File: config.mk
export PLATFORM = sky130hd
export DESIGN_NAME = sdc_ctrl_regs
export DESIGN_NICKNAME = d
export VERILOG_FILES = /design/src/core/sdc_pkg.sv /design/src/core/sdc_ctrl_regs.sv
export SDC_FILE = /design/constraint.sdc
export NUM_CORES = 1
export LEC_CHECK = 0
export BUFFER_PORTS_ARGS = -buffer_cell sky130_fd_sc_hd__clkbuf_2
export CORE_MARGIN = 2
export CORE_UTILIZATION = 30
export CTS_BUF_LIST = sky130_fd_sc_hd__clkbuf_2 sky130_fd_sc_hd__clkbuf_4 sky130_fd_sc_hd__clkbuf_8
export DETAILED_ROUTE_END_ITERATION = 8
export REMOVE_ABC_BUFFERS = 1
export SETUP_SLACK_MARGIN = 0.15
export SLEW_MARGIN = 20
export SYNTH_ARGS = -nofsm -noshare
export SYNTH_HDL_FRONTEND = slang
export SYNTH_SLANG_ARGS = --single-unit
File: constraint.sdc
create_clock -name clock -period 2.1 [get_ports clock]
set_input_delay 0.21 -clock clock [delete_from_list [all_inputs] [get_ports clock]]
set_output_delay 0.21 -clock clock [all_outputs]
set_load 0.1 [all_outputs]
File: src/core/sdc_pkg.sv
// Functional notes
// - Main TLB field bits 8:6, reset zero
// - Code 1: half capacity, two ways
// - Code 2: half capacity, four ways
// - Code 3: quarter capacity, two ways
// - Branch buffer field bits 11:9, full two-way
// - Branch code 1 direct, code 2 two-way halves
// - Branch code 3: quarter capacity, direct-mapped
// - Branch field read-write, clears at reset
// - Downsizing only for four-way cache and TLB
// - Downsizing needs 32 or 64 KB caches
// - Bus clock ratio from the listed set
// - Memory port runs at core clock
// - Instruction cache field bits 2:0, reset zero
package sdc_pkg;

  // ********************************************************
  // Register map
  // ********************************************************
  localparam logic [7:0]  SDC_OFS_SIZE_CTRL  = 8'h00;
  localparam logic [7:0]  SDC_OFS_BUS_RATIO  = 8'h04;
  localparam logic [7:0]  SDC_OFS_STATUS     = 8'h08;
  localparam logic [31:0] SDC_SIZE_CTRL_RST  = 32'h0000_0000;

  // Field positions of the sizing register
  localparam int SDC_IC_LSB = 0;
  localparam int SDC_DC_LSB = 3;
  localparam int SDC_MT_LSB = 6;
  localparam int SDC_BT_LSB = 9;
  localparam int SDC_FIELD_W = 3;

  // Status register bits
  localparam int SDC_ST_UNASSIGNED = 0;
  localparam int SDC_ST_MEM_UNITY  = 1;

  // ********************************************************
  // Sizing codes and decoded shape
  // ********************************************************
  localparam logic [2:0] SDC_CODE_FULL       = 3'h0;
  localparam logic [2:0] SDC_CODE_HALF_LOW   = 3'h1;
  localparam logic [2:0] SDC_CODE_HALF_KEEP  = 3'h2;
  localparam logic [2:0] SDC_CODE_QUARTER    = 3'h3;

  typedef struct packed {
    logic [2:0] ways;     // Effective associativity
    logic [1:0] divLog2;  // Capacity = maximum >> divLog2
  } sdc_size_t;

  // ********************************************************
  // Core to bus clock ratios, index is the register code
  // ********************************************************
  localparam int         SDC_RATIO_N    = 15;
  localparam logic [3:0] SDC_RATIO_LAST = 4'he;
  localparam logic [3:0] SDC_RATIO_RST  = 4'h0;
  localparam logic [4:0] SDC_RATIO_NUM [SDC_RATIO_N] = '{
    5'h01, 5'h02, 5'h03, 5'h04, 5'h05, 5'h06, 5'h03, 5'h05,
    5'h08, 5'h0a, 5'h0c, 5'h0e, 5'h0f, 5'h12, 5'h14};
  localparam logic [1:0] SDC_RATIO_DEN [SDC_RATIO_N] = '{
    2'h1, 2'h1, 2'h1, 2'h1, 2'h1, 2'h1, 2'h2, 2'h2,
    2'h1, 2'h1, 2'h1, 2'h1, 2'h1, 2'h1, 2'h1};

  typedef struct packed {
    logic [2:0]  icSel;
    logic [2:0]  dcSel;
    logic [2:0]  mtSel;
    logic [2:0]  btSel;
    logic [3:0]  ratioSel;
    logic [31:0] rdData;
    sdc_size_t   icSize;
    sdc_size_t   dcSize;
    sdc_size_t   mtSize;
    sdc_size_t   btSize;
    logic [4:0]  ratioNum;
    logic [1:0]  ratioDen;
    logic        unassigned;
  } sdc_state_t;

endpackage

File: src/core/sdc_ctrl_regs.sv
`timescale 1ns/10ps
module sdc_ctrl_regs
  import sdc_pkg::*;
#(
  parameter int CACHE_KB   = 32,
  parameter int CACHE_WAYS = 4,
  parameter int MAIN_TRANSLATION_BUFFER_WAYS  = 4
) (
  input  wire logic        clock,
  input  wire logic        rst_b,
  input  wire logic [7:0]  addr,
  input  wire logic [31:0] wrData,
  input  wire logic        wrStb,
  input  wire logic        rdStb,
  output      logic [31:0] rdData,
  output      sdc_size_t   icacheSize,
  output      sdc_size_t   dcacheSize,
  output      sdc_size_t   mtlbSize,
  output      sdc_size_t   btbSize,
  output      logic [4:0]  busRatioNum,
  output      logic [1:0]  busRatioDen,
  output      logic        codeUnassigned
);

  // ********************************************************
  // Build-time checks
  // ********************************************************
  // Downsizing hardware has no meaning for other shapes
  if (CACHE_WAYS != 4 || MAIN_TRANSLATION_BUFFER_WAYS != 4) begin : g_waysChk
    $error("sizing needs four-way cache and main TLB");
  end
  if (CACHE_KB != 32 && CACHE_KB != 64) begin : g_kbChk
    $error("sizing needs 32 or 64 KB caches");
  end

  // ********************************************************
  // Decoders
  // ********************************************************
  // Four-way cache or main TLB; codes 4-7 fall back to full
  function automatic sdc_size_t decodeSet(input logic [2:0] code);
    sdc_size_t s;
    s = '{ways: 3'h4, divLog2: 2'h0};
    case (code)
      SDC_CODE_HALF_LOW:  s = '{ways: 3'h2, divLog2: 2'h1};
      SDC_CODE_HALF_KEEP: s = '{ways: 3'h4, divLog2: 2'h1};
      SDC_CODE_QUARTER:   s = '{ways: 3'h2, divLog2: 2'h2};
      default:            s = '{ways: 3'h4, divLog2: 2'h0};
    endcase
    return s;
  endfunction

  // Two-way branch buffer shape
  function automatic sdc_size_t decodeBtb(input logic [2:0] code);
    sdc_size_t s;
    s = '{ways: 3'h2, divLog2: 2'h0};
    case (code)
      SDC_CODE_HALF_LOW:  s = '{ways: 3'h1, divLog2: 2'h1};
      SDC_CODE_HALF_KEEP: s = '{ways: 3'h2, divLog2: 2'h1};
      SDC_CODE_QUARTER:   s = '{ways: 3'h1, divLog2: 2'h2};
      default:            s = '{ways: 3'h2, divLog2: 2'h0};
    endcase
    return s;
  endfunction

  // ********************************************************
  // State update
  // ********************************************************
  sdc_state_t stateQ;
  sdc_state_t stateD;
  logic [31:0] ctrlView;
  logic [31:0] statView;

  // Register images as software sees them
  always_comb begin
    ctrlView = '0;
    ctrlView[SDC_IC_LSB +: SDC_FIELD_W] = stateQ.icSel;
    ctrlView[SDC_DC_LSB +: SDC_FIELD_W] = stateQ.dcSel;
    ctrlView[SDC_MT_LSB +: SDC_FIELD_W] = stateQ.mtSel;
    ctrlView[SDC_BT_LSB +: SDC_FIELD_W] = stateQ.btSel;
    statView = '0;
    statView[SDC_ST_UNASSIGNED] = stateQ.unassigned;
    statView[SDC_ST_MEM_UNITY]  = 1'b1;
  end

  // Next state; decoded shapes follow the new codes at once
  always_comb begin
    stateD = stateQ;
    if (wrStb && addr == SDC_OFS_SIZE_CTRL) begin
      // Upper bits are dropped so reserved stays zero
      stateD.icSel = wrData[SDC_IC_LSB +: SDC_FIELD_W];
      stateD.dcSel = wrData[SDC_DC_LSB +: SDC_FIELD_W];
      stateD.mtSel = wrData[SDC_MT_LSB +: SDC_FIELD_W];
      stateD.btSel = wrData[SDC_BT_LSB +: SDC_FIELD_W];
    end
    // Illegal ratio codes are refused, old ratio kept
    if (wrStb && addr == SDC_OFS_BUS_RATIO &&
        wrData[31:4] == 28'h0 && wrData[3:0] <= SDC_RATIO_LAST) begin
      stateD.ratioSel = wrData[3:0];
    end
    stateD.icSize   = decodeSet(stateD.icSel);
    stateD.dcSize   = decodeSet(stateD.dcSel);
    stateD.mtSize   = decodeSet(stateD.mtSel);
    stateD.btSize   = decodeBtb(stateD.btSel);
    // Divider outside the core takes this ratio
    stateD.ratioNum = SDC_RATIO_NUM[stateD.ratioSel];
    stateD.ratioDen = SDC_RATIO_DEN[stateD.ratioSel];
    // Flags software misuse of codes 4 to 7
    stateD.unassigned = stateD.icSel[2] | stateD.dcSel[2] |
                        stateD.mtSel[2] | stateD.btSel[2];
    // Read data valid for one cycle only
    stateD.rdData = '0;
    if (rdStb) begin
      case (addr)
        SDC_OFS_SIZE_CTRL: stateD.rdData = ctrlView;
        SDC_OFS_BUS_RATIO: stateD.rdData = {28'h0, stateQ.ratioSel};
        SDC_OFS_STATUS:    stateD.rdData = statView;
        default:           stateD.rdData = '0;
      endcase
    end
  end

  // Single state register, synchronous reset
  always_ff @(posedge clock) begin
    if (!rst_b) begin
      stateQ          <= '0;
      stateQ.icSel    <= SDC_SIZE_CTRL_RST[SDC_IC_LSB +: SDC_FIELD_W];
      stateQ.dcSel    <= SDC_SIZE_CTRL_RST[SDC_DC_LSB +: SDC_FIELD_W];
      stateQ.mtSel    <= SDC_SIZE_CTRL_RST[SDC_MT_LSB +: SDC_FIELD_W];
      stateQ.btSel    <= SDC_SIZE_CTRL_RST[SDC_BT_LSB +: SDC_FIELD_W];
      stateQ.ratioSel <= SDC_RATIO_RST;
      stateQ.icSize   <= decodeSet(SDC_CODE_FULL);
      stateQ.dcSize   <= decodeSet(SDC_CODE_FULL);
      stateQ.mtSize   <= decodeSet(SDC_CODE_FULL);
      stateQ.btSize   <= decodeBtb(SDC_CODE_FULL);
      stateQ.ratioNum <= SDC_RATIO_NUM[SDC_RATIO_RST];
      stateQ.ratioDen <= SDC_RATIO_DEN[SDC_RATIO_RST];
    end else begin
      stateQ <= stateD;
    end
  end

  // Outputs straight from the state register
  assign rdData         = stateQ.rdData;
  assign icacheSize     = stateQ.icSize;
  assign dcacheSize     = stateQ.dcSize;
  assign mtlbSize       = stateQ.mtSize;
  assign btbSize        = stateQ.btSize;
  assign busRatioNum    = stateQ.ratioNum;
  assign busRatioDen    = stateQ.ratioDen;
  assign codeUnassigned = stateQ.unassigned;

  // ********************************************************
  // Assertions
  // ********************************************************
  a_main_translation_buffer_reset_zero: assert property (@(posedge clock)
    !rst_b |=> mtlbSize.ways == 3'h4 && mtlbSize.divLog2 == 2'h0
               && stateQ.mtSel == 3'h0)
    else $error("main TLB size not full after reset");

  a_main_translation_buffer_half_two: assert property (@(posedge clock)
    disable iff (!rst_b)
    (wrStb && addr == SDC_OFS_SIZE_CTRL && wrData[8:6] == 3'h1)
    |=> mtlbSize.ways == 3'h2 && mtlbSize.divLog2 == 2'h1)
    else $error("main TLB code 1 shape wrong");

  a_main_translation_buffer_half_four: assert property (@(posedge clock)
    disable iff (!rst_b)
    stateQ.mtSel == 3'h2 |-> mtlbSize == sdc_size_t'{3'h4, 2'h1})
    else $error("main TLB code 2 shape wrong");

  a_icache_quarter: assert property (@(posedge clock)
    disable iff (!rst_b)
    stateQ.icSel == 3'h3 |-> icacheSize == sdc_size_t'{3'h2, 2'h2})
    else $error("cache code 3 shape wrong");

  a_btb_full_two: assert property (@(posedge clock)
    disable iff (!rst_b)
    stateQ.btSel == 3'h0 |-> btbSize == sdc_size_t'{3'h2, 2'h0})
    else $error("branch buffer code 0 shape wrong");

  a_btb_half_direct: assert property (@(posedge clock)
    disable iff (!rst_b)
    $changed(stateQ.btSel) && stateQ.btSel == 3'h1
    |-> btbSize.ways == 3'h1 && btbSize.divLog2 == 2'h1)
    else $error("branch buffer code 1 shape wrong");

  a_btb_quarter_dm: assert property (@(posedge clock)
    disable iff (!rst_b)
    stateQ.btSel == 3'h3 |-> btbSize == sdc_size_t'{3'h1, 2'h2})
    else $error("branch buffer code 3 shape wrong");

  a_btb_readback: assert property (@(posedge clock)
    disable iff (!rst_b)
    (wrStb && addr == SDC_OFS_SIZE_CTRL)
    ##1 (rdStb && addr == SDC_OFS_SIZE_CTRL)
    |=> rdData[11:9] == $past(wrData[11:9], 2))
    else $error("branch field readback mismatch");

  a_icache_field: assert property (@(posedge clock)
    disable iff (!rst_b)
    (wrStb && addr == SDC_OFS_SIZE_CTRL)
    |=> stateQ.icSel == $past(wrData[2:0]))
    else $error("cache field not written");

  a_reserved_zero: assert property (@(posedge clock)
    disable iff (!rst_b)
    (rdStb && addr == SDC_OFS_SIZE_CTRL) |=> rdData[31:12] == 20'h0)
    else $error("reserved bits read nonzero");

  a_ratio_legal: assert property (@(posedge clock)
    disable iff (!rst_b)
    stateQ.ratioSel <= SDC_RATIO_LAST && busRatioDen != 2'h0
    && busRatioNum != 5'h0)
    else $error("bus ratio outside the allowed set");

  a_mem_unity: assert property (@(posedge clock)
    disable iff (!rst_b)
    (rdStb && addr == SDC_OFS_STATUS) |=> rdData[SDC_ST_MEM_UNITY])
    else $error("memory port ratio not unity");

  a_icache_reset: assert property (@(posedge clock)
    !rst_b |=> icacheSize == sdc_size_t'{3'h4, 2'h0}
               && stateQ.icSel == 3'h0)
    else $error("cache size not full after reset");

  a_btb_reset_zero: assert property (@(posedge clock)
    !rst_b |=> btbSize == sdc_size_t'{3'h2, 2'h0}
               && stateQ.btSel == 3'h0)
    else $error("branch buffer not full after reset");

  a_ratio_reset: assert property (@(posedge clock)
    !rst_b |=> stateQ.ratioSel == SDC_RATIO_RST && rdData == 32'h0
               && !codeUnassigned)
    else $error("ratio or read data not cleared by reset");

  a_main_translation_buffer_field: assert property (@(posedge clock)
    disable iff (!rst_b)
    (wrStb && addr == SDC_OFS_SIZE_CTRL)
    |=> stateQ.mtSel == $past(wrData[SDC_MT_LSB +: SDC_FIELD_W]))
    else $error("main TLB field not written");

  a_dcache_field: assert property (@(posedge clock)
    disable iff (!rst_b)
    (wrStb && addr == SDC_OFS_SIZE_CTRL)
    |=> stateQ.dcSel == $past(wrData[SDC_DC_LSB +: SDC_FIELD_W]))
    else $error("data cache field not written");

  a_btb_field: assert property (@(posedge clock)
    disable iff (!rst_b)
    (wrStb && addr == SDC_OFS_SIZE_CTRL)
    |=> stateQ.btSel == $past(wrData[SDC_BT_LSB +: SDC_FIELD_W]))
    else $error("branch field not written");

  a_icache_half_two: assert property (@(posedge clock)
    disable iff (!rst_b)
    stateQ.icSel == 3'h1 |-> icacheSize == sdc_size_t'{3'h2, 2'h1})
    else $error("cache code 1 shape wrong");

  a_icache_half_four: assert property (@(posedge clock)
    disable iff (!rst_b)
    stateQ.icSel == 3'h2 |-> icacheSize == sdc_size_t'{3'h4, 2'h1})
    else $error("cache code 2 shape wrong");

  a_main_translation_buffer_quarter: assert property (@(posedge clock)
    disable iff (!rst_b)
    stateQ.mtSel == 3'h3 |-> mtlbSize == sdc_size_t'{3'h2, 2'h2})
    else $error("main TLB code 3 shape wrong");

  a_btb_half_two: assert property (@(posedge clock)
    disable iff (!rst_b)
    stateQ.btSel == 3'h2 |-> btbSize == sdc_size_t'{3'h2, 2'h1})
    else $error("branch buffer code 2 shape wrong");

  a_dcache_quarter: assert property (@(posedge clock)
    disable iff (!rst_b)
    stateQ.dcSel == 3'h3 |-> dcacheSize == sdc_size_t'{3'h2, 2'h2})
    else $error("data cache code 3 shape wrong");

  a_unassigned_set: assert property (@(posedge clock)
    disable iff (!rst_b)
    (wrStb && addr == SDC_OFS_SIZE_CTRL
     && (wrData[2] || wrData[5] || wrData[8] || wrData[11]))
    |=> codeUnassigned)
    else $error("unassigned code not flagged");

  a_unassigned_clear: assert property (@(posedge clock)
    disable iff (!rst_b)
    (wrStb && addr == SDC_OFS_SIZE_CTRL
     && !(wrData[2] || wrData[5] || wrData[8] || wrData[11]))
    |=> !codeUnassigned)
    else $error("unassigned flag raised for legal codes");

  a_main_translation_buffer_code_high: assert property (@(posedge clock)
    disable iff (!rst_b)
    stateQ.mtSel[2] |-> mtlbSize == sdc_size_t'{3'h4, 2'h0})
    else $error("main TLB high code not full size");

  a_ratio_refused: assert property (@(posedge clock)
    disable iff (!rst_b)
    (wrStb && addr == SDC_OFS_BUS_RATIO
     && (wrData[31:4] != 28'h0 || wrData[3:0] > SDC_RATIO_LAST))
    |=> $stable(stateQ.ratioSel))
    else $error("illegal ratio write not refused");

  a_rd_idle_zero: assert property (@(posedge clock)
    disable iff (!rst_b)
    !rdStb |=> rdData == 32'h0)
    else $error("read data not zero without a read");

endmodule

==> results.py <==
metrics = {
    "cells_and_area": {
        "n_fill_cell": 878,
        "layout-drive-gt1-share_pct": 33.6,
        "ff_latch_area_um2": 1040,
        "area_growth_pct": 13.8,
        "diodes": 0,
        "nets": 388,
        "final_core_util_pct": 35.5,
        "multiInputGateArea_um2": 1120,
    },
    "detailed_routing": {
        "drc": 0,
        "drtIter0Drc": 84,
        "wl_per_cell_um": 12.0,
        "drt-pass1-iter-count": 4,
        "wl_um": 5390,
        "via_per_inst": 4.28,
        "drtAntennaViolNets": 0,
        "dr_total_vias": 1926,
    },
    "critical_path": {
        "cp.arrival_ns": 1.99,
        "cp.required_ns": 2.28,
        "worst-path-max-fanout": 7,
        "critPathKind": "primary input to register",
        "worstSetupEndpointType": "register",
        "cp-start-kind": "primary input",
    },
    "clocking": {
        "cts_max_path_buffers": 2,
        "clk_pin_slew_ns": 0.09,
        "htreeDepth": 2,
        "clock_sinks": 52,
        "clockRootBuffer": "clkbuf_8",
        "cts_tree": "built",
        "cts_made_buffers": 5,
        "cts_hold_buf": 0,
        "clk_latency_ns": 0.30,
    },
    "timing": {
        "setup_viol": 0,
        "finalHoldViolCount": 0,
        "fin_skew_ns": 0.00672,
        "fmax_mhz": 553,
        "rsz0062_at_grt": "false",
        "finalCritPeriodShare_pct": 86.2,
        "relSlewSlack_pct": 63.4,
        "worst_pin_slew_ns": 0.551,
        "fin_crit_ns": 1.81,
        "finalMaxSlewViolations": 0,
    },
    "floorplan": {
        "rows": 33,
        "initial_core_util_pct": 31.2,
        "core_area_um2": 8300,
        "ioPinCount": 104,
        "die_h_um": 96.9,
        "die-area_um2": 9390,
        "dieWidth_um": 96.9,
    },
    "placement": {
        "gp_congestion": 0.779,
        "io_buffer_count": 79,
        "dp_hpwl_um": 4310,
    },
    "pwr": {
        "total_leakage_power_nw": 1.35,
        "ir_drop_v": 0.000227,
        "power.total_mw": 1.90,
        "p_per_area_nw_per_um2": 644,
    },
    "yosys": {
        "netlist_area_um2": 2590,
        "yosysTopAreaCellShare_pct": 40.2,
        "ys_warn_count": 0,
        "synthCells": 286,
        "synthTopCellsByCount": "buf_4, dfxtp_1, nand2_1, nor3_1, nor2_1",
        "synth-main-ff-cell": "dfxtp_1",
        "ys_seq_area_share_pct": 40.2,
        "yosysMostFrequentCell": "buf_4",
        "yosysUniqueCellTypes": 39,
        "syn_avg_cell_area_um2": 9.06,
        "ys_ff_latch": 52,
        "yosys.area.top_type": "dfxtp_1",
        "synth_edf_count": 0,
        "synthTopCellsByArea": "dfxtp_1, buf_4, mux2i_1",
        "synthArstFlopShare_pct": 0,
    },
    "grt": {
        "grt_pass1_vias": 1904,
        "grt-ovfl-total": 0,
        "grt_max_degree": 20,
        "grt_pass1_wl_um": 8810,
        "grt_use_met3_pct": 3.40,
        "gr-max-usage-layer": "met2",
        "antenna_found_initial": 0,
        "grt_use_met1_pct": 14.7,
        "use_met2_pct": 18.5,
        "grt_usage_pct": 11.5,
    },
    "status": {
        "outcome": "completed",
    },
    "flow_run": {
        "drv_cap": 0,
    },
    "min_path": {
        "hp-class": "primary input to register",
    },
}
-- power breakdown --
part	total, mW	internal [mW]	leakage [nW]	switching (mW)
combinational	0.305	0.0585	0.882	0.246
sequential	0.986	0.986	0.419	0.000423
clock	0.607	0.281	0.0479	0.325
-- layer usage --
metal / part of all wire [%] / up-vias
met4: 0.85 / 0
li1: - / 984
met3: 6.2 / 4
met2: 46 / 72
met1: 47 / 866
met5: 0 / -
-- state kept, by name, indices dropped and copies added (netlist names), 2 cells and up --
signal	count
ctrlView	12
dcacheSize	4
mtlbSize	4
icacheSize	4
btbSize	4
stateQ	4
rdData	12
busRatioNum	5
busRatioDen	2
-- worst max-delay path, stage by stage --
cell	delay, ns
clkbuf_2	0.08
nor4_2	0.36
nand4_2	0.20
nor4_4	0.29
buf_4	0.22
mux2i_2	0.35
o21bai_1	0.17
a31oi_1	0.10
-- area by class of cell --
type,instances,area share [%]
clock buffer,7,3.06
clock inverter,1,0.255
inverter,8,1.02
multi-input combinational,181,38.2
sequential,52,35.3
tap,105,4.46
timing repair buffer,96,17.7
-- repair_timing --
item | CTS | global route
buffers inserted | 0 | 0
resized for setup | 0 | 1
endpoints found under the setup margin | 0 | 3
-- placed cells by master (no fill, tap or decap), drive strengths merged, types with 2 or more instances in the layout --
cell type	synthesis	routed
mux2i	12	12
nor4	8	8
dfxtp	52	52
o21a	4	4
a21boi	7	7
nand4	3	3
a21oi	4	4
a31oi	2	2
conb	1	24
nor2b	12	12
xnor2	8	8
clkbuf	6	86
nor3	16	16
nand3b	2	2
inv	8	8
and2	8	8
nand2	29	29
buf	62	17
mux2	2	2
and3	3	3
o21ai	5	5
nor2	14	14
nor3b	9	9
-- stage by stage --
step | area, um2 | setup TNS (ns) | instances | hold WS [ns] | setup slack, ns
floorplan | 2190 | -0.00624 | 241 | 0.289 | -0.00208
global placement | 2850 | -0.218 | 442 | 0.488 | -0.0836
detailed placement | 2850 | -0.215 | 442 | 0.498 | -0.112
CTS | 2940 | 0 | 450 | 0.188 | 0.230
global route | 2950 | 0 | 450 | 0.201 | 0.136
finish | 2950 | 0 | 450 | 0.202 | 0.290
-- cells by family (layout without fill, tap and decap cells) --
kind of cell	count (synthesis)	in the layout	share of synthesized area (%)
XOR/XNOR	8	8	2.71
multiplexers	14	14	5.51
AO/OA/AOI/OAI	29	29	7.63
AND/OR/NAND/NOR	106	106	23.8
other	1	24	0.145
buffers and inverters	76	112	20.0
flip-flops	52	52	40.2
-- final timing paths --
check	startpoint	endpoint	slack (ns)	depth (start not counted)
min reg2reg	ctrlView[7]	rdData[7]	0.51	1
min	wrData[9]	ctrlView[9]	0.20	3
max	wrData[27]	busRatioNum[1]	0.29	8
max reg2reg	stateQ[61]	busRatioNum[1]	0.80	6
Note: power is estimated with default switching activity, not from simulation.
